--- config.mk ---
export PLATFORM = sky130hd
export DESIGN_NAME = ssr_status
export DESIGN_NICKNAME = d
export VERILOG_FILES = /design/src/ssr_pkg.sv /design/src/ssr_status.sv /design/src/ssr_sync.sv
export VERILOG_INCLUDE_DIRS = /design/src
export SDC_FILE = /design/constraint.sdc
export NUM_CORES = 1
export LEC_CHECK = 0
export ABC_CLOCK_PERIOD_IN_PS = 5000
export BUFFER_PORTS_ARGS = -buffer_cell sky130_fd_sc_hd__buf_2
export CAP_MARGIN = 20
export CORE_ASPECT_RATIO = 1.5
export CORE_UTILIZATION = 59
export CTS_CLUSTER_SIZE = 16
export DETAILED_ROUTE_END_ITERATION = 12
export GPL_ROUTABILITY_DRIVEN = 1
export HOLD_SLACK_MARGIN = 0.05
export PLACE_DENSITY = 0.84
export RECOVER_POWER = 50
export REMOVE_ABC_BUFFERS = 1
export SLEW_MARGIN = 25
export SYNTH_ARGS = -nofsm -noshare
export SYNTH_HDL_FRONTEND = slang
export SYNTH_SLANG_ARGS = --single-unit
--- constraint.sdc ---
create_clock -name sys_clk_in -period 5 [get_ports sys_clk_in]
set_clock_uncertainty 0.2 [all_clocks]
set_input_delay 0.5 -clock sys_clk_in [delete_from_list [all_inputs] [get_ports sys_clk_in]]
set_output_delay 0.5 -clock sys_clk_in [all_outputs]
set_load 0.02 [all_outputs]
--- src/ssr_consts.svh ---
/*
 * Constants of the system status readback block: frame layout, selector
 * values, reset cause codes, pin indices and sleep entry timing.
 * Assumes it is included by bare name, once per compilation unit.
 */
`ifndef SSR_CONSTS_SVH
`define SSR_CONSTS_SVH

`define SSR_FRAME_BITS 16
`define SSR_SEL_ADDR 2'h0
`define SSR_SEL_BANK 1'h0
`define SSR_NO_WRITE 1'h1

`define SSR_CAUSE_POR 4'h0
`define SSR_CAUSE_CYCLIC 4'h1
`define SSR_CAUSE_LOW_SUPPLY 4'h2
`define SSR_CAUSE_CURRENT 4'h3
`define SSR_CAUSE_AUX_OVL 4'h4
`define SSR_CAUSE_FLASH_LEFT 4'h5
`define SSR_CAUSE_FLASH_READY 4'h6
`define SSR_CAUSE_CAN_WAKE 4'h7
`define SSR_CAUSE_LIN_WAKE 4'h8
`define SSR_CAUSE_PIN_WAKE 4'h9
`define SSR_CAUSE_FAILSAFE 4'hA
`define SSR_CAUSE_WD_OVF 4'hB
`define SSR_CAUSE_WD_INIT 4'hC
`define SSR_CAUSE_WD_EARLY 4'hD
`define SSR_CAUSE_ILLEGAL_SPI 4'hE
`define SSR_CAUSE_IRQ_TIMEOUT 4'hF

`define SSR_PIN_SCK 0
`define SSR_PIN_CS 1
`define SSR_PIN_MOSI 2
`define SSR_PIN_TRIG 3
`define SSR_PIN_IDLE 4'h2

`define SSR_CLK_PERIOD_NS 4
`define SSR_SUPPLY_OFF_DLY_NS 200

`endif

--- src/ssr_pkg.sv ---
/*
 * Types of the system status readback block: the status word layout,
 * the incoming command frame layout and the sleep entry sequence states.
 * Assumes nothing beyond a SystemVerilog compiler.
 */
package ssr_pkg;

	typedef struct packed {
		logic [1:0] addr_select_bits;
		logic read_bank_select;
		logic no_write_flag;
		logic [3:0] reset_cause;
		logic can_wake_flag;
		logic lin_wake_flag;
		logic edge_wake_flag;
		logic trigger_pin_level;
		logic overtemp_warning;
		logic sw_dev_mode_flag;
		logic aux_output_state;
		logic power_on_flag;
	} ssr_status_t;

	typedef struct packed {
		logic [1:0] addr_select_bits;
		logic read_bank_select;
		logic no_write_flag;
		logic [11:0] mode_data;
	} ssr_cmd_t;

	typedef enum logic [1:0] {
		SSR_RUN,
		SSR_RST_LOW,
		SSR_SUPPLY_OFF
	} ssr_seq_t;

endpackage

--- src/ssr_status.sv ---
/*
 * System status word readback over the serial interface, wake flags,
 * reset cause capture and the sleep entry reset/supply sequence.
 * Assumes serial pins are asynchronous and much slower than sys_clk_in;
 * event and level inputs come from logic on sys_clk_in.
 */
`timescale 1ns/1ns
`include "ssr_consts.svh"
module ssr_status #(
	parameter int FRAME_BITS = `SSR_FRAME_BITS,
	parameter int CNT_W = 5,
	parameter int DLY_W = 8
) (
	input wire logic sys_clk_in, // system clock, 250 MHz
	input wire logic sys_rst_in, // synchronous reset, active high, power-on
	input wire logic spi_sck_in, // serial clock pin
	input wire logic spi_cs_n_in, // serial chip select pin, active low
	input wire logic spi_mosi_in, // serial data in pin
	output logic spi_miso_out, // serial data out
	output logic spi_miso_oe_out, // serial data out enable
	input wire logic trigger_pin_in, // local wake pin level
	input wire logic can_wake_evt_in, // can wake-up detected pulse
	input wire logic lin_wake_evt_in, // lin wake-up detected pulse
	input wire logic [15:0] rst_evt_in, // reset event pulses, index is cause
	input wire logic normal_mode_entered_in, // normal mode entered pulse
	input wire logic overtemp_warning_in, // temperature warning level
	input wire logic sw_dev_mode_in, // software development mode level
	input wire logic aux_output_state_in, // auxiliary output driven high
	input wire logic sleep_entry_in, // sleep mode entry pulse
	input wire logic wd_off_sel_in, // watchdog off behaviour selected
	input wire logic sleep_exit_in, // sleep mode left pulse
	output logic mode_wr_out, // mode register write pulse
	output logic [11:0] mode_data_out, // mode register write data
	output logic status_read_out, // status word read pulse
	output logic spi_frame_err_out, // frame length error pulse
	output ssr_pkg::ssr_status_t status_snap_out, // word sent in last frame
	output logic reset_out_pin_out, // reset pin drive level
	output logic reset_out_pin_oe_out, // reset pin pull low enable
	output logic wd_disable_out, // watchdog disable
	output logic mcu_supply_en_out // microcontroller supply enable
);
	import ssr_pkg::*;

	localparam int OFF_DLY_CYC =
		(`SSR_SUPPLY_OFF_DLY_NS + `SSR_CLK_PERIOD_NS - 1) / `SSR_CLK_PERIOD_NS;
	localparam logic [DLY_W-1:0] OFF_DLY_LAST = DLY_W'(OFF_DLY_CYC - 1);
	localparam logic [CNT_W-1:0] CNT_FULL = '1;
	localparam logic [CNT_W-1:0] CNT_FRAME = CNT_W'(FRAME_BITS);

	logic [3:0] pin_s;
	logic [3:0] pin_d;
	logic sck_rise;
	logic sck_fall;
	logic cs_act;
	logic cs_start;
	logic cs_end;
	logic trig_fall;
	logic [15:0] rx_shift;
	logic [15:0] tx_shift;
	logic [CNT_W-1:0] bit_cnt;
	ssr_cmd_t cmd;
	ssr_status_t cur_status;
	ssr_status_t snap;
	logic frame_ok;
	logic status_rd;
	logic [3:0] reset_cause;
	logic can_wake_flag;
	logic lin_wake_flag;
	logic edge_wake_flag;
	logic power_on_flag;
	ssr_seq_t seq_state;
	logic [DLY_W-1:0] dly_cnt;

	function automatic logic is_status_sel(input ssr_cmd_t c);
		return c.addr_select_bits == `SSR_SEL_ADDR && c.read_bank_select == `SSR_SEL_BANK;
	endfunction

	function automatic logic [3:0] cause_code(input logic [15:0] evt);
		logic [3:0] code;
		code = `SSR_CAUSE_POR;
		for (int i = 15; i >= 0; i--)
			if (evt[i])
				code = 4'(i);
		return code;
	endfunction

	ssr_sync #(
		.WIDTH(4),
		.RESET_VAL(`SSR_PIN_IDLE)
	) u_pin_sync (
		.sys_clk_in(sys_clk_in),
		.sys_rst_in(sys_rst_in),
		.async_in({trigger_pin_in, spi_mosi_in, spi_cs_n_in, spi_sck_in}),
		.sync_out(pin_s)
	);

	// edge detection on the synchronised pins
	always_ff @(posedge sys_clk_in)
	begin
		if (sys_rst_in)
			pin_d <= `SSR_PIN_IDLE;
		else
			pin_d <= pin_s;
	end

	assign cs_act = ~pin_s[`SSR_PIN_CS];
	assign cs_start = ~pin_s[`SSR_PIN_CS] & pin_d[`SSR_PIN_CS];
	assign cs_end = pin_s[`SSR_PIN_CS] & ~pin_d[`SSR_PIN_CS];
	assign sck_rise = cs_act & pin_s[`SSR_PIN_SCK] & ~pin_d[`SSR_PIN_SCK];
	assign sck_fall = cs_act & ~pin_s[`SSR_PIN_SCK] & pin_d[`SSR_PIN_SCK];
	assign trig_fall = ~pin_s[`SSR_PIN_TRIG] & pin_d[`SSR_PIN_TRIG];

	// live status word; no gating by operating mode
	always_comb
	begin
		cur_status.addr_select_bits = `SSR_SEL_ADDR;
		cur_status.read_bank_select = `SSR_SEL_BANK;
		cur_status.no_write_flag = 1'h0;
		cur_status.reset_cause = reset_cause;
		cur_status.can_wake_flag = can_wake_flag;
		cur_status.lin_wake_flag = lin_wake_flag;
		cur_status.edge_wake_flag = edge_wake_flag;
		cur_status.trigger_pin_level = pin_s[`SSR_PIN_TRIG];
		cur_status.overtemp_warning = overtemp_warning_in;
		cur_status.sw_dev_mode_flag = sw_dev_mode_in;
		cur_status.aux_output_state = aux_output_state_in;
		cur_status.power_on_flag = power_on_flag;
	end

	// frame shifter: capture on rising, shift out on falling, msb first
	always_ff @(posedge sys_clk_in)
	begin
		if (sys_rst_in)
		begin
			rx_shift <= 16'h0000;
			tx_shift <= 16'h0000;
			bit_cnt <= '0;
			snap <= '0;
		end
		else if (cs_start)
		begin
			tx_shift <= cur_status;
			snap <= cur_status;
			bit_cnt <= '0;
		end
		else
		begin
			if (sck_rise)
			begin
				rx_shift <= {rx_shift[14:0], pin_s[`SSR_PIN_MOSI]};
				if (bit_cnt != CNT_FULL)
					bit_cnt <= bit_cnt + 1'h1;
			end
			if (sck_fall && bit_cnt != '0)
				tx_shift <= {tx_shift[14:0], 1'h0};
		end
	end

	assign spi_miso_out = tx_shift[15];
	assign spi_miso_oe_out = cs_act;
	assign status_snap_out = snap;

	assign cmd = rx_shift;
	assign frame_ok = bit_cnt == CNT_FRAME;
	assign status_rd = cs_end & frame_ok & is_status_sel(cmd);

	// command decode at frame end
	always_ff @(posedge sys_clk_in)
	begin
		if (sys_rst_in)
		begin
			mode_wr_out <= 1'h0;
			mode_data_out <= 12'h000;
			status_read_out <= 1'h0;
			spi_frame_err_out <= 1'h0;
		end
		else
		begin
			status_read_out <= status_rd;
			mode_wr_out <= status_rd & (cmd.no_write_flag != `SSR_NO_WRITE);
			if (status_rd && cmd.no_write_flag != `SSR_NO_WRITE)
				mode_data_out <= cmd.mode_data;
			spi_frame_err_out <= cs_end & ~frame_ok;
		end
	end

	// wake flags: a new event wins over a read clear
	always_ff @(posedge sys_clk_in)
	begin
		if (sys_rst_in)
		begin
			can_wake_flag <= 1'h0;
			lin_wake_flag <= 1'h0;
			edge_wake_flag <= 1'h0;
		end
		else
		begin
			can_wake_flag <= (can_wake_flag & ~(status_rd & snap.can_wake_flag))
				| can_wake_evt_in;
			lin_wake_flag <= (lin_wake_flag & ~(status_rd & snap.lin_wake_flag))
				| lin_wake_evt_in;
			edge_wake_flag <= (edge_wake_flag & ~(status_rd & snap.edge_wake_flag))
				| trig_fall;
		end
	end

	// reset cause holds the latest event; lowest code wins a tie
	always_ff @(posedge sys_clk_in)
	begin
		if (sys_rst_in)
			reset_cause <= `SSR_CAUSE_POR;
		else if (rst_evt_in != 16'h0000)
			reset_cause <= cause_code(rst_evt_in);
	end

	always_ff @(posedge sys_clk_in)
	begin
		if (sys_rst_in)
			power_on_flag <= 1'h1;
		else if (normal_mode_entered_in)
			power_on_flag <= 1'h0;
	end

	// sleep entry with watchdog off: reset pin first, supply later
	always_ff @(posedge sys_clk_in)
	begin
		if (sys_rst_in)
		begin
			seq_state <= SSR_RUN;
			dly_cnt <= '0;
		end
		else
		begin
			case (seq_state)
				SSR_RUN:
				begin
					dly_cnt <= '0;
					if (sleep_entry_in && wd_off_sel_in)
						seq_state <= SSR_RST_LOW;
				end
				SSR_RST_LOW:
				begin
					dly_cnt <= dly_cnt + 1'h1;
					if (dly_cnt == OFF_DLY_LAST)
						seq_state <= SSR_SUPPLY_OFF;
				end
				SSR_SUPPLY_OFF:
				begin
					if (sleep_exit_in)
						seq_state <= SSR_RUN;
				end
				default:
					seq_state <= SSR_RUN;
			endcase
		end
	end

	assign reset_out_pin_out = 1'h0;
	assign reset_out_pin_oe_out = seq_state != SSR_RUN;
	assign wd_disable_out = seq_state != SSR_RUN;
	assign mcu_supply_en_out = seq_state != SSR_SUPPLY_OFF;
endmodule

--- src/ssr_sync.sv ---
/*
 * Two flip-flop synchroniser bank for pin inputs.
 * Assumes each bit is an independent level; the reset value is per bit.
 */
`timescale 1ns/1ns
module ssr_sync #(
	parameter int WIDTH = 4,
	parameter logic [WIDTH-1:0] RESET_VAL = '0
) (
	input wire logic sys_clk_in, // system clock
	input wire logic sys_rst_in, // synchronous reset, active high
	input wire logic [WIDTH-1:0] async_in, // asynchronous levels
	output logic [WIDTH-1:0] sync_out // synchronised levels
);
	logic [WIDTH-1:0] meta;

	always_ff @(posedge sys_clk_in)
	begin
		if (sys_rst_in)
		begin
			meta <= RESET_VAL;
			sync_out <= RESET_VAL;
		end
		else
		begin
			meta <= async_in;
			sync_out <= meta;
		end
	end
endmodule

# ---- After elaboration in Yosys (flattened, before gate mapping)
# Cells that the tools add are included.
dict set report totals {
  output_inout_bits 37
  wordCells 108
  ff_bits 94
}
dict set report classes {
  muxes 23
  bitwise_logic 32
  n_reduce_logical 15
  eq_ne 9
  n_addsub 2
}
# op n
set op_table {}
lappend op_table {{4-bit 2-to-1 mux} 16}
lappend op_table {{12-bit 2-to-1 mux} 2}
lappend op_table {{1-bit bitwise AND} 17}
lappend op_table {{8-bit one-hot mux with 2 select lines} 1}
lappend op_table {{16-bit nonzero test} 1}
lappend op_table {{1-bit NOT} 12}
lappend op_table {{8-bit by 1-bit adder with 8-bit output (second input constant)} 1}
lappend op_table {{8-bit by 6-bit == test with 1-bit output (second input constant)} 1}
lappend op_table {{2-bit != test (second input constant)} 4}
lappend op_table {{2-bit 2-to-1 mux} 3}
lappend op_table {{2-bit one-hot mux with 3 select lines} 1}
lappend op_table {{2-bit nonzero test} 3}
lappend op_table {{5-bit by 1-bit adder with 5-bit output (second input constant)} 1}
lappend op_table {{5-bit == test (second input constant)} 1}
lappend op_table {{5-bit != test (second input constant)} 1}
lappend op_table {{5-bit nonzero test} 1}
lappend op_table {{1-bit logical AND} 4}
lappend op_table {{2-bit logical NOT} 2}
lappend op_table {{2-bit AND reduction} 2}
lappend op_table {{1-bit OR} 3}
lappend op_table {{3-bit AND reduction} 1}
lappend op_table {{2-bit by 1-bit == test with 1-bit output (second input constant)} 1}
lappend op_table {{2-bit == test (second input constant)} 1}
lappend op_table {{2-bit OR reduction} 1}

# ---- Longest topological paths before layout
dict set report logic_depth {
  depth_word 16
  mapped_depth 8
  mapped_depth_nobuf 7
}

# ---- Hierarchy
# A second synthesis with hierarchy kept.
dict set report unflattened {
  hier_cells 423
  hier_area_um2 3771.1
}
# module seq_area_each_um2 cells_per_inst instances area_per_inst_um2
set modules_own_cells {}
lappend modules_own_cells {ssr_status 1701.6 407 1 3560.9}
lappend modules_own_cells {ssr_sync 160.2 16 1 210.2}

# ---- Worst setup path before layout
# No wires, ideal clock.
dict set report synth_timing {
  path_kind {register to register}
  start {register bit_cnt[0]}
  end {register bit_cnt[3]}
  stages_incl_launch_ff 8
  path_slack_ns 2.994
  required_ns 4.677
  path_buffers 0
  arrival_time_ns 1.683
  synth_period_minus_slack_ns 2.006
  setup_time_ns 0.123
  path_cell_list {dfxtp_1 -> ha_1 -> and3_1 -> ha_1 -> nor4b_2 -> nand4_1 -> xor2_1 -> nor2_1}
}
dict set report synth_between {
  elab_chain_len 2
  elab_cells_between_ends 3
  cone_classes {add/sub (1); eq/ne (1); reduce/logical (1)}
}
# element line
set synth_rtl {}
lappend synth_rtl {{start, declared} ssr_status.sv:60} ;# logic [CNT_W-1:0] bit_cnt;
lappend synth_rtl {{start signal, assigned} ssr_status.sv:152} ;# bit_cnt <= bit_cnt + 1'h1;
lappend synth_rtl {{branches (longest 2 deep; another with 5-bit by 1-bit adder with 5-bit output)} -}
# Parallel ways; which one is timed is not known.
# A chain may end at the register's enable or synchronous reset.

==> flow_metrics.tcl <==
set metrics [dict create \
    tns_ns 0 \
    wl_um 7740 \
    netlist_area_mm2 0.00367 \
    r2r_start "bit_cnt[0]" \
    dieArea_mm2 0.00655 \
    ys_seq_area_share_pct 50.7 \
    fin_crit_ns 3.03 \
    crit_start "sys_rst_in" \
    grt_max_degree 72 \
    layout_commonest_cell "dfxtp_1" \
    antenna_cells 0 \
    power.leakage_nw 1.52 \
    via_count 3020 \
    crit_type "in -> reg" \
    grt_pass1_wl_um 12600 \
    num-fill-cells 461 \
    max_freq_mhz 330 \
    start_util_pct 62.1 \
    cp.required_ns 5.04 \
    gp_congestion 0.896 \
    syn_inst 420 \
    holdBufCountCts 0 \
    p_per_area_mw_per_mm2 338 \
    timing.max_cap.violations 1 \
    core-area_mm2 0.00591 \
    final_cell_mix "93 x dfxtp_1, 65 x nand2_1, 55 x nor2_1" \
    yosys_warnings 0 \
    worstSetupEndpointType "register" \
    tightestPinTransition_ns 2.88 \
    clock_latency_ns 0.36 \
    multi_input_area_mm2 0.00165 \
    cts_buffer_depth 2 \
    ant_nets 0 \
    worstHoldStart "normal_mode_entered_in" \
    area_growth_pct 13.7 \
    dp_hpwl_um 5000 \
    utilization_pct 70.7 \
    hold_violations 0 \
    holdWs_ns 0.112 \
    clk_pin_slew_ns 0.09 \
    antenna_found_initial 0 \
    io_buffers 62 \
    dr.pass1.iters 4 \
    post-route-period-util_pct 60.6 \
    drive_above_1_share_pct 12.1 \
    first_global_vias 2784 \
    synth_cell_type_count 42 \
    ir_drop_mv 0.243 \
    ys_ff_latch 93 \
    rows 34 \
    path_max_fanout 71 \
    routedWlPerCell_um 14.1 \
    io_pins 68 \
    slew_headroom_pct -91.8 \
    synth.avg_cell_area_um2 8.75 \
    fin_nets 509 \
    violations "capacitance limit, slew limit" \
    clock-sinks 93 \
    drc 0 \
    cts-root-buf "clkbuf_8" \
    crit_path_start_kind "input pin" \
    cts_tree "done" \
    grt_use_total_pct 25.3 \
    via_per_inst 5.49 \
    die_h_um 98.7 \
    rsz0062_at_grt "no" \
    die_x_um 66.4 \
    hold_path_class "in -> reg" \
    overflow 0 \
    post_cts_buffers 0 \
    outcome "finished, violations left" \
    h-tree-depth 3 \
    cts-resized-gates 0 \
    drt_iter0_drc 266 \
    regArea_mm2 0.00186 \
    cts_buffers 9 \
    arrival_ns 3.07 \
    drv_slew 72 \
    finalSetupViolations 0 \
]
## final cells by class
class | instances | share of cell area, %
clock inverter | 6 | 2.25
tap | 72 | 2.16
inverter | 12 | 1.08
multi-input combinational | 291 | 39.5
clock buffer | 10 | 3.29
timing repair buffer | 66 | 7.16
sequential | 93 | 44.6
## synthesized netlist by cell type, drive strengths merged
cell	instances	area share, %
dfxtp	93	51
nand2	65	6.6
nor2	55	5.6
a21oi	40	5.4
mux2i	22	6.0
nor3	15	2.0
buf	14	2.4
clkbuf	14	1.4
inv	12	1.2
nor2b	12	2.0
o21ai	10	1.4
a2111oi	7	1.7
nor4	6	1.0
ha	5	1.7
nand2b	5	0.85
nand3	5	0.68
nor4b	5	1.9
or4	5	1.0
xnor2	4	0.95
xor2	4	0.95
and3	2	0.34
nor3b	2	0.41
o21a	2	0.41
or2	2	0.34
a211oi	1	0.20
a21o	1	0.20
a221oi	1	0.24
a31oi	1	0.17
and4b	1	0.27
conb	1	0.10
nand3b	1	0.20
nand4	1	0.17
nor4bb	1	0.27
o211ai	1	0.20
o31ai	1	0.20
o41ai	1	0.24
or3	1	0.17
or4b	1	0.27
## per-layer routing
| metal | vias to the layer above | wire length [um] | GRT usage (%) |
|---|---|---|---|
| li1 | 1515 | - | - |
| met1 | 1432 | 3160 | 29.1 |
| met2 | 62 | 4180 | 44.4 |
| met3 | 11 | 261 | 5.44 |
| met4 | 0 | 136 | 9.82 |
| met5 | - | 0 | 0 |
## through the flow
| stage | power, mW | cell area, um^2 | worst slack (ns) | std cells |
|---|---|---|---|---|
| after floorplan | 0.827 | 3550 | 2.28 | 396 |
| after global placement | 0.864 | 3990 | 2.66 | 534 |
| after detailed placement | 0.867 | 3990 | 2.56 | 534 |
| after CTS | 1.42 | 4220 | 2.35 | 550 |
| after global routing | 1.46 | 4180 | 1.64 | 550 |
| final | 1.41 | 4180 | 1.97 | 550 |
## final timing paths
check	to	slack [ns]	cells past startpoint
max	reset_cause[0]	1.97	5
min	power_on_flag	0.11	2
max reg2reg	mode_data_out[0]	2.24	6
min reg2reg	u_pin_sync.sync_out[1]	0.22	1
## registers in the layout (all words and copies together), names as in the netlist, 5 cells and up
| signal | flops |
|---|---|
| cmd | 16 |
| status_snap_out | 12 |
| mode_data_out | 12 |
| dly_cnt | 8 |
| bit_cnt | 5 |
| tx_shift | 16 |
## power breakdown
group          switching, mW  leakage, nW  internal (mW)  total [mW]
Combinational         0.0523        0.654         0.0305      0.0828
Clock                  0.262        0.113          0.299       0.560
Sequential            0.0118        0.755          0.756       0.767
## cells by family after synthesis
family                   share of synthesized area (%)
XOR/XNOR                                          1.91
AND/OR/NAND/NOR                                   24.2
buffers and inverters                             5.04
flip-flops                                        50.7
AO/OA/AOI/OAI                                     10.4
multiplexers                                      5.99
adder cells (fa/ha/maj)                           1.70
other                                            0.102
## worst max-delay path: stages
cell and delay [ns]:
clkbuf_1 0.09, clkbuf_1 2.04, a211oi_1 0.11, o211ai_1 0.19, o21ai_0 0.09
(Power assumes the default switching activity.)
